--- src/inc/sccc_defines.vh ---
`ifndef SCCC_DEFINES_VH
`define SCCC_DEFINES_VH

// ==========================================================
// Register byte offsets (low address byte)
`define SCCC_OFF_CTRL   8'h00
`define SCCC_OFF_CNTA   8'h04
`define SCCC_OFF_RELA   8'h08
`define SCCC_OFF_CNTB   8'h0C
`define SCCC_OFF_RELB   8'h10
`define SCCC_OFF_STS    8'h14
`define SCCC_OFF_MSK    8'h18
`define SCCC_OFF_DBL    8'h1C
`define SCCC_OFF_PIN    8'h20
`define SCCC_CFG_PAGE   2'h1
`define SCCC_VAL_PAGE   2'h2

// ==========================================================
// Control register fields
`define SCCC_CTRL_RUNA  0
`define SCCC_CTRL_CLKA  3:1
`define SCCC_CTRL_RUNB  4
`define SCCC_CTRL_CLKB  7:5
`define SCCC_CTRL_STAG  8
`define SCCC_CTRL_W     9

// ==========================================================
// Channel configuration fields
`define SCCC_CFG_MODE   2:0
`define SCCC_CFG_EDGE   4:3
`define SCCC_CFG_RISE   3
`define SCCC_CFG_FALL   4
`define SCCC_CFG_TSEL   5
`define SCCC_CFG_SE     6
`define SCCC_CFG_W      7

// ==========================================================
// Channel modes and compare sub-modes
`define SCCC_MODE_OFF   3'h0
`define SCCC_MODE_CAP   3'h1
`define SCCC_CMP_TGL    2'h1
`define SCCC_CMP_ONCE   1
`define SCCC_CMP_SET    2'h3

// ==========================================================
// Time base clock sources
`define SCCC_SRC_DIV1   3'h0
`define SCCC_SRC_DIV2   3'h1
`define SCCC_SRC_DIV4   3'h2
`define SCCC_SRC_DIV8   3'h3
`define SCCC_SRC_OVF    3'h4
`define SCCC_SRC_EXT    3'h5

`define SCCC_TOP        16'hFFFF
`define SCCC_NCH        16

`endif

--- src/verilog/sccc_capcom.v ---
// Register access over AHB-Lite and the register addresses are this design's own decisions.
`timescale 1ns/100ps
`include "sccc_defines.vh"

// Notes on behaviour
// - Sixteen channels; one-cycle resolution, or eight cycles when staggered.
// - Two independent 16-bit time bases, each with a reload register.
// - Time base clocked by prescaled system clock or external timer overflow.
// - First time base may count rising edges of an external count input.
// - Each channel picks its time base and capture or compare function.
// - One pin per channel: capture input or compare output.
// - Capture copies the chosen time base into the channel register.
// - Every capture raises that channel's interrupt request.
// - Capture trigger: rising, falling or both edges, per channel.
// - Compare channels match against their time base and act by mode.
// - Mode 0: interrupt only, several per period.
// - Mode 1: pin toggles on every match, several per period.
// - Mode 2: interrupt only, at most one per period.
// - Mode 3: pin high on match, low on overflow, once per period.
// - Double mode: two channels toggle one shared pin on either match.
// - Single-event option allows one capture or match in any mode, so one edge or pulse in modes 1 and 3.

module sccc_capcom (
  input  wire        clk,
  input  wire        sys_rst,
  input  wire        hsel,
  input  wire [31:0] haddr,
  input  wire [1:0]  htrans,
  input  wire        hwrite,
  input  wire [2:0]  hsize,
  input  wire [31:0] hwdata,
  input  wire        hready,
  output reg         hreadyout,
  output reg  [31:0] hrdata,
  output reg         hresp,
  input  wire [15:0] pinIn,
  output reg  [15:0] pinOut,
  output reg  [15:0] pinOe,
  input  wire        extCount,
  input  wire        extOverflow,
  output reg         irq
);

  // ==========================================================
  // Registers and wires
  reg  [8:0]   ctrl;
  reg  [15:0]  cntA;
  reg  [15:0]  relA;
  reg  [15:0]  cntB;
  reg  [15:0]  relB;
  reg          updA;
  reg          updB;
  reg          ovA;
  reg          ovB;
  reg  [2:0]   presc;
  reg  [2:0]   stag;
  reg  [15:0]  sts;
  reg  [15:0]  msk;
  reg  [7:0]   dbl;
  reg  [6:0]   cfg [0:15];
  reg  [16:0]  syn1;
  reg  [16:0]  syn2;
  reg  [16:0]  syn3;
  reg  [16:0]  lvl;
  reg  [16:0]  lvlQ;
  reg          wrPend;
  reg  [7:0]   wrAddr;
  reg  [31:0]  next_hrdata;
  reg  [15:0]  next_pinOut;
  reg  [15:0]  next_pinOe;
  reg  [15:0]  cfgWr;
  reg  [15:0]  valWr;
  wire [255:0] vals;
  wire [15:0]  evt;
  wire [15:0]  tgl;
  wire [15:0]  setP;
  wire [15:0]  clrP;
  wire [16:0]  rise = lvl & ~lvlQ;
  wire [16:0]  fall = ~lvl & lvlQ;
  wire         addrPhase = hsel & htrans[1] & hready;
  wire         tickA;
  wire         tickB;
  integer      i;
  integer      j;

  // ==========================================================
  // Functions
  function srcTick;
    input [2:0] src;
    input [2:0] pc;
    input       ovf;
    input       ext;
    begin
      case (src)
        `SCCC_SRC_DIV1: srcTick = 1'b1;
        `SCCC_SRC_DIV2: srcTick = pc[0];
        `SCCC_SRC_DIV4: srcTick = &pc[1:0];
        `SCCC_SRC_DIV8: srcTick = &pc;
        `SCCC_SRC_OVF:  srcTick = ovf;
        `SCCC_SRC_EXT:  srcTick = ext;
        default:        srcTick = 1'b0;
      endcase
    end
  endfunction

  function [15:0] nextCount;
    input [15:0] cnt;
    input [15:0] rel;
    begin
      if (cnt == `SCCC_TOP)
        nextCount = rel;
      else
        nextCount = cnt + 16'h0001;
    end
  endfunction

  function isDriver;
    input [6:0] c;
    begin
      isDriver = c[2] & c[0];
    end
  endfunction

  // ==========================================================
  // Time base clocking
  // Staggered operation lets a base move at most every eighth cycle
  wire stagOk = ~ctrl[`SCCC_CTRL_STAG] | (&stag);

  assign tickA = ctrl[`SCCC_CTRL_RUNA] & stagOk
               & srcTick(ctrl[`SCCC_CTRL_CLKA], presc, extOverflow, rise[16]);
  // The external count input belongs to the first base only
  assign tickB = ctrl[`SCCC_CTRL_RUNB] & stagOk
               & srcTick(ctrl[`SCCC_CTRL_CLKB], presc, extOverflow, 1'b0);

  always @(posedge clk or posedge sys_rst) begin
    if (sys_rst) begin
      presc <= 3'h0;
      stag  <= 3'h0;
      cntA  <= 16'h0000;
      cntB  <= 16'h0000;
      updA  <= 1'b0;
      updB  <= 1'b0;
      ovA   <= 1'b0;
      ovB   <= 1'b0;
    end else begin
      presc <= presc + 3'h1;
      stag  <= stag + 3'h1;
      // A software write to a count wins over a tick in the same cycle
      if (wrPend && wrAddr == `SCCC_OFF_CNTA)
        cntA <= hwdata[15:0];
      else if (tickA)
        cntA <= nextCount(cntA, relA);
      if (wrPend && wrAddr == `SCCC_OFF_CNTB)
        cntB <= hwdata[15:0];
      else if (tickB)
        cntB <= nextCount(cntB, relB);
      updA <= tickA;
      updB <= tickB;
      ovA  <= tickA & (cntA == `SCCC_TOP);
      ovB  <= tickB & (cntB == `SCCC_TOP);
    end
  end

  // ==========================================================
  // Pin and count input synchronisers
  // A level is accepted once the second and third stages agree
  always @(posedge clk or posedge sys_rst) begin
    if (sys_rst) begin
      syn1 <= 17'h00000;
      syn2 <= 17'h00000;
      syn3 <= 17'h00000;
      lvl  <= 17'h00000;
      lvlQ <= 17'h00000;
    end else begin
      syn1 <= {extCount, pinIn};
      syn2 <= syn1;
      syn3 <= syn2;
      lvl  <= (syn3 & ~(syn2 ^ syn3)) | (lvl & (syn2 ^ syn3));
      lvlQ <= lvl;
    end
  end

  // ==========================================================
  // Bus slave: address phase captured, write done in data phase
  always @* begin
    cfgWr = 16'h0000;
    valWr = 16'h0000;
    if (wrPend && wrAddr[7:6] == `SCCC_CFG_PAGE)
      cfgWr[wrAddr[5:2]] = 1'b1;
    if (wrPend && wrAddr[7:6] == `SCCC_VAL_PAGE)
      valWr[wrAddr[5:2]] = 1'b1;
  end

  always @* begin
    next_hrdata = 32'h00000000;
    case (haddr[7:0])
      `SCCC_OFF_CTRL: next_hrdata[8:0]  = ctrl;
      `SCCC_OFF_CNTA: next_hrdata[15:0] = cntA;
      `SCCC_OFF_RELA: next_hrdata[15:0] = relA;
      `SCCC_OFF_CNTB: next_hrdata[15:0] = cntB;
      `SCCC_OFF_RELB: next_hrdata[15:0] = relB;
      `SCCC_OFF_STS:  next_hrdata[15:0] = sts;
      `SCCC_OFF_MSK:  next_hrdata[15:0] = msk;
      `SCCC_OFF_DBL:  next_hrdata[7:0]  = dbl;
      `SCCC_OFF_PIN:  next_hrdata = {pinOut, lvl[15:0]};
      default: begin
        if (haddr[7:6] == `SCCC_CFG_PAGE)
          next_hrdata[6:0] = cfg[haddr[5:2]];
        else if (haddr[7:6] == `SCCC_VAL_PAGE)
          next_hrdata[15:0] = vals[haddr[5:2]*16 +: 16];
      end
    endcase
  end

  always @(posedge clk or posedge sys_rst) begin
    if (sys_rst) begin
      hreadyout <= 1'b1;
      hresp     <= 1'b0;
      hrdata    <= 32'h00000000;
      wrPend    <= 1'b0;
      wrAddr    <= 8'h00;
    end else begin
      hreadyout <= 1'b1;
      hresp     <= 1'b0;
      wrPend    <= addrPhase & hwrite;
      if (addrPhase) begin
        wrAddr <= haddr[7:0];
        if (!hwrite)
          hrdata <= next_hrdata;
      end
    end
  end

  // ==========================================================
  // Software registers
  always @(posedge clk or posedge sys_rst) begin
    if (sys_rst) begin
      ctrl <= 9'h000;
      relA <= 16'h0000;
      relB <= 16'h0000;
      msk  <= 16'h0000;
      dbl  <= 8'h00;
      for (i = 0; i < `SCCC_NCH; i = i + 1) begin
        cfg[i] <= 7'h00;
      end
    end else begin
      if (wrPend) begin
        case (wrAddr)
          `SCCC_OFF_CTRL: ctrl <= hwdata[8:0];
          `SCCC_OFF_RELA: relA <= hwdata[15:0];
          `SCCC_OFF_RELB: relB <= hwdata[15:0];
          `SCCC_OFF_MSK:  msk  <= hwdata[15:0];
          `SCCC_OFF_DBL:  dbl  <= hwdata[7:0];
          default: begin
            if (wrAddr[7:6] == `SCCC_CFG_PAGE)
              cfg[wrAddr[5:2]] <= hwdata[6:0];
          end
        endcase
      end
    end
  end

  // ==========================================================
  // Interrupt status: a new event beats a write-one-to-clear
  always @(posedge clk or posedge sys_rst) begin
    if (sys_rst) begin
      sts <= 16'h0000;
      irq <= 1'b0;
    end else begin
      if (wrPend && wrAddr == `SCCC_OFF_STS)
        sts <= (sts & ~hwdata[15:0]) | evt;
      else
        sts <= sts | evt;
      irq <= |(sts & msk);
    end
  end

  // ==========================================================
  // Channel array
  genvar g;
  generate
    for (g = 0; g < `SCCC_NCH; g = g + 1) begin : gCh
      sccc_channel uCh (
        .clk     (clk),
        .sys_rst (sys_rst),
        .cfg     (cfg[g]),
        .cfgWr   (cfgWr[g]),
        .valWr   (valWr[g]),
        .wdata   (hwdata[15:0]),
        .timeA   (cntA),
        .timeB   (cntB),
        .updA    (updA),
        .updB    (updB),
        .ovA     (ovA),
        .ovB     (ovB),
        .rise    (rise[g]),
        .fall    (fall[g]),
        .value   (vals[g*16 +: 16]),
        .evt     (evt[g]),
        .tgl     (tgl[g]),
        .setP    (setP[g]),
        .clrP    (clrP[g])
      );
    end
  endgenerate

  // ==========================================================
  // Pin drivers
  // In double mode the upper partner gives up its own pin
  always @* begin
    next_pinOut = pinOut;
    next_pinOe  = 16'h0000;
    for (j = 0; j < `SCCC_NCH; j = j + 1) begin
      next_pinOe[j] = isDriver(cfg[j]);
      if (tgl[j])
        next_pinOut[j] = ~next_pinOut[j];
      if (setP[j])
        next_pinOut[j] = 1'b1;
      if (clrP[j])
        next_pinOut[j] = 1'b0;
    end
    for (j = 0; j < `SCCC_NCH / 2; j = j + 1) begin
      if (dbl[j]) begin
        next_pinOe[j + 8] = 1'b0;
        next_pinOe[j]     = isDriver(cfg[j]) | isDriver(cfg[j + 8]);
        if (tgl[j + 8])
          next_pinOut[j] = ~next_pinOut[j];
      end
    end
  end

  always @(posedge clk or posedge sys_rst) begin
    if (sys_rst) begin
      pinOut <= 16'h0000;
      pinOe  <= 16'h0000;
    end else begin
      pinOut <= next_pinOut;
      pinOe  <= next_pinOe;
    end
  end

endmodule

--- src/verilog/sccc_channel.v ---
`timescale 1ns/100ps
`include "sccc_defines.vh"

module sccc_channel (
  input  wire        clk,
  input  wire        sys_rst,
  input  wire [6:0]  cfg,
  input  wire        cfgWr,
  input  wire        valWr,
  input  wire [15:0] wdata,
  input  wire [15:0] timeA,
  input  wire [15:0] timeB,
  input  wire        updA,
  input  wire        updB,
  input  wire        ovA,
  input  wire        ovB,
  input  wire        rise,
  input  wire        fall,
  output reg  [15:0] value,
  output reg         evt,
  output reg         tgl,
  output reg         setP,
  output reg         clrP
);

  wire        useB  = cfg[`SCCC_CFG_TSEL];
  wire [15:0] tNow  = useB ? timeB : timeA;
  wire        upd   = useB ? updB : updA;
  wire        ov    = useB ? ovB : ovA;
  wire [2:0]  mode  = cfg[`SCCC_CFG_MODE];
  wire [1:0]  cm    = mode[1:0];
  wire        isCmp = mode[2];
  reg         once;
  reg         done;

  // Match is judged only on the cycle after the time base moved
  // The overflow cycle already belongs to the new period, so once is disregarded there
  wire hit   = isCmp & upd & (tNow == value) & ~done
             & ~(cm[`SCCC_CMP_ONCE] & once & ~ov);
  wire capEv = (mode == `SCCC_MODE_CAP) & ~done
             & ((rise & cfg[`SCCC_CFG_RISE]) | (fall & cfg[`SCCC_CFG_FALL]));

  // ==========================================================
  // Channel state
  always @(posedge clk or posedge sys_rst) begin
    if (sys_rst) begin
      value <= 16'h0000;
      evt   <= 1'b0;
      tgl   <= 1'b0;
      setP  <= 1'b0;
      clrP  <= 1'b0;
      once  <= 1'b0;
      done  <= 1'b0;
    end else begin
      if (valWr)
        value <= wdata;
      else if (capEv)
        value <= tNow;
      evt  <= capEv | hit;
      tgl  <= hit & (cm == `SCCC_CMP_TGL);
      setP <= hit & (cm == `SCCC_CMP_SET);
      clrP <= isCmp & (cm == `SCCC_CMP_SET) & ov;
      // A match on the reloaded value opens the new period at once
      once <= hit | (once & ~ov);
      // Single event: stays silent until software rewrites the config
      if (cfgWr)
        done <= 1'b0;
      else if (cfg[`SCCC_CFG_SE] & (hit | capEv))
        done <= 1'b1;
    end
  end

endmodule

--- config.mk ---
export PLATFORM = sky130hd
export DESIGN_NAME = sccc_capcom
export DESIGN_NICKNAME = d
export VERILOG_FILES = /design/src/verilog/sccc_capcom.v /design/src/verilog/sccc_channel.v
export VERILOG_INCLUDE_DIRS = /design/src /design/src/inc
export SDC_FILE = /design/constraint.sdc
export NUM_CORES = 2
export LEC_CHECK = 0
export ABC_CLOCK_PERIOD_IN_PS = 26900
export BUFFER_PORTS_ARGS = -buffer_cell sky130_fd_sc_hd__buf_2
export CAP_MARGIN = 20
export CORE_ASPECT_RATIO = 0.5
export CORE_MARGIN = 2
export CORE_UTILIZATION = 35
export DETAILED_ROUTE_END_ITERATION = 12
export HOLD_SLACK_MARGIN = 0.12
export SETUP_SLACK_MARGIN = 0.5
export SKIP_LAST_GASP = 1
export SLEW_MARGIN = 10
export SYNTH_ARGS = -nofsm -noshare
export SYNTH_HDL_FRONTEND = slang
export SYNTH_SLANG_ARGS = --single-unit
--- constraint.sdc ---
create_clock -name clk -period 26.9 [get_ports clk]
set_input_delay 5.38 -clock clk [delete_from_list [all_inputs] [get_ports clk]]
set_output_delay 5.38 -clock clk [all_outputs]
set_load 0.05 [all_outputs]
==> qor.csv <==
metric;value;unit
outcome;finished, final reports clean;
cts-resized-gates;0;
layout-drive-gt1-share;0.166;
multi_input_area;0.0218;mm2
hold_violations;0;
core_area;0.118;mm2
grt_max_degree;143;
syn_area;0.0417;mm2
ys_seq_area_frac;0.447;
hold_buffers;0;
post-route-period-util;0.333;
ys.flop_type;dfrtp_1;
slowest_delay;840;ps
clockBufferDepth;3;
num_io_pins;159;
path_cells;buf_6, buf_4, buf_4, mux4_2, mux2i_1, o22ai_1, a2111oi_0, nor2_1;
htree_levels;3;
grt_setup_unrepaired;false;
p_sw;1.41;mW
start_util;0.354;
synth_area_leaders;dfrtp_1 (45%), mux2i_1 (8.4%), o21ai_0 (7.0%);
ys_ff_latch;746;
ant_nets;0;
synth_top_area_cell;dfrtp_1;
cpMostUsedCell;buf_4;
design_area;0.0471;mm2
worst-path-buf-inv;3;
numClockSinks;746;
postCtsSetupRepairBufs;0;
cp_top_family;buffers and inverters;
hp-class;reg2reg;
drtPass1Iterations;6;
endpoint_kind;flip-flop;
p_seq_frac;0.421;
drt-initial-drc-count;5422;
wl;175000;um
antenna_found_initial;22;
synth_top_cells_by_count;dfrtp_1 (746), nand2_1 (707), o21ai_0 (581);
worstPathArrival;9460;ps
clock_power_share;0.312;
clk_latency;690;ps
synth_top_cell_area_share;0.447;
ir_worst_vdd;0.0508;mV
crit_fanout;49;
fin_crit;8950;ps
worstSetupPathType;in2reg;
dp_slack;17220;ps
std_cell_rows;89;
max_slew_margin;0.279;
p_int;2.45;mW
finalClockSkew;30.0;ps
dp_cells;5732;
dieWidth;492;um
area_growth;12.8;%
synth_fp_nets;4340;
grt.overflow.total;0;
wl_per_cell;29.8;um
cts_buffers;78;
power_density;82.0;mW/mm2
setup_tns;0;ps
cts_tree;done;
setup_slack;17950;ps
design.die.area;0.122;mm2
syn_area_per_cell;9.84;um2
async_flop_share;1.00;
place.gp.congestion;0.976;
worst_pin_slew;1080;ps
nFillCells;11500;
place_hpwl;120000;um
yosysMostFrequentCell;dfrtp_1;
track_usage;0.282;
io_buffers;112;
power_frac_comb;0.267;
netSwitchingFraction;0.364;
setup.worst_path.start_class;input pin;
final-setup-viol-count;0;
fmax;112;MHz
placedInstanceArea;0.0441;mm2
fin_nets;4327;
clock-root-buffer;clkbuf_16;
maxCapViolCount;0;
slew_violations;0;
cpMaxStageDelayCell;a2111oi_0;
route.detailed.drc;0;
synth_edf_count;0;
vias;35400;
final_cell_count_no_fill;5888;
p_leak;18.7;nW
synth_warnings;0;
path_clk_slew;60;ps
syn_inst;4242;
grt_pass1_vias;33000;
hold_slack;347;ps
crit_required;27420;ps
grt_pass1_wl;248000;um
synth.distinct_cells;72;
die_h;248;um
via_per_inst;6.02;
seq_area;0.0187;mm2
## worst register-to-register path, stage by stage, from the launching register on
cell	delay (ps)
dfrtp_2	980
mux2i_1	460
and2_1	340
a2111o_1	430
nor4_2	710
nor2b_1	480
## layer usage
layer | vias up | routed length [um] | track usage
met3 | 361 | 23500 | 0.0956
met1 | 17900 | 74800 | 0.405
met4 | 10 | 6950 | 0.103
met2 | 2163 | 70200 | 0.391
met5 | - | 68 | 0
li1 | 15000 | - | -
## power groups by stage
stage / logic [mW] / clock network [mW] / registers, mW
after global placement: 0.972 / 0 / 1.62
final: 1.03 / 1.20 / 1.63
after floorplan: 0.662 / 0 / 1.53
after detailed placement: 0.991 / 0 / 1.63
after global routing: 1.09 / 1.26 / 1.64
after CTS: 0.996 / 1.22 / 1.61
## cell usage in the layout, fill, tap and decap left out, types with 34 or more instances in the layout
cell type / n
dfrtp_1: 738
nand2_1: 707
o21ai_0: 581
mux2i_1: 351
xnor2_1: 255
mux2_2: 186
nor2_1: 172
buf_4: 116
buf_2: 110
mux4_2: 81
clkbuf_16: 81
nand3_1: 71
nor4_1: 64
a21oi_1: 51
nand3b_1: 49
nand4_1: 44
and3_1: 41
nor3_1: 34
## flip-flops by register name, indices dropped and copies added, names as in the netlist, 17 cells and up, named ones only
name / cells
cfg: 112
gCh.uCh.value: 256
hrdata: 32
lvlQ: 17
syn1: 17
syn2: 17
syn3: 17
## final timing paths
check                         start               to  slack (ps)  cells after the start
max                        haddr[2]       hrdata[10]       17950                      8
min                        syn1[14]         syn2[14]         350                      0
max reg2reg                     ovB  gCh[12].uCh.tgl       23350                      5
min reg2reg                syn1[14]         syn2[14]         350                      0
max in group asynchronous   sys_rst  gCh[13].uCh.evt       18110                      6
min in group asynchronous   sys_rst       hrdata[19]        4850                      2
## through the flow
step | utilization | total power [mW]
final | 0.399 | 3.86
after detailed placement | 0.374 | 2.62
after CTS | 0.397 | 3.83
after global routing | 0.399 | 3.99
after floorplan | - | 2.19
after global placement | 0.373 | 2.60
## layout make-up
cell class / count / share of cell area
multi-input combinational: 3146 / 0.463
sequential: 746 / 0.397
clock buffer: 103 / 0.0478
tap: 1592 / 0.0423
timing repair buffer: 244 / 0.0370
clock inverter: 38 / 0.0112
inverter: 13 / 0.00120
antenna: 6 / 0.000319
## logic make-up (layout without fill, tap and decap cells)
family	Yosys count	after routing	synth area share
flip-flops	746	746	0.447
AND/OR/NAND/NOR	1362	1362	0.152
buffers and inverters	350	398	0.0356
AO/OA/AOI/OAI	857	857	0.121
multiplexers	620	620	0.179
XOR/XNOR	282	282	0.0592
other	2	8	0.000180
adder cells (fa/ha/maj)	23	23	0.00588
No activity file was read; power rests on OpenSTA's default activity.
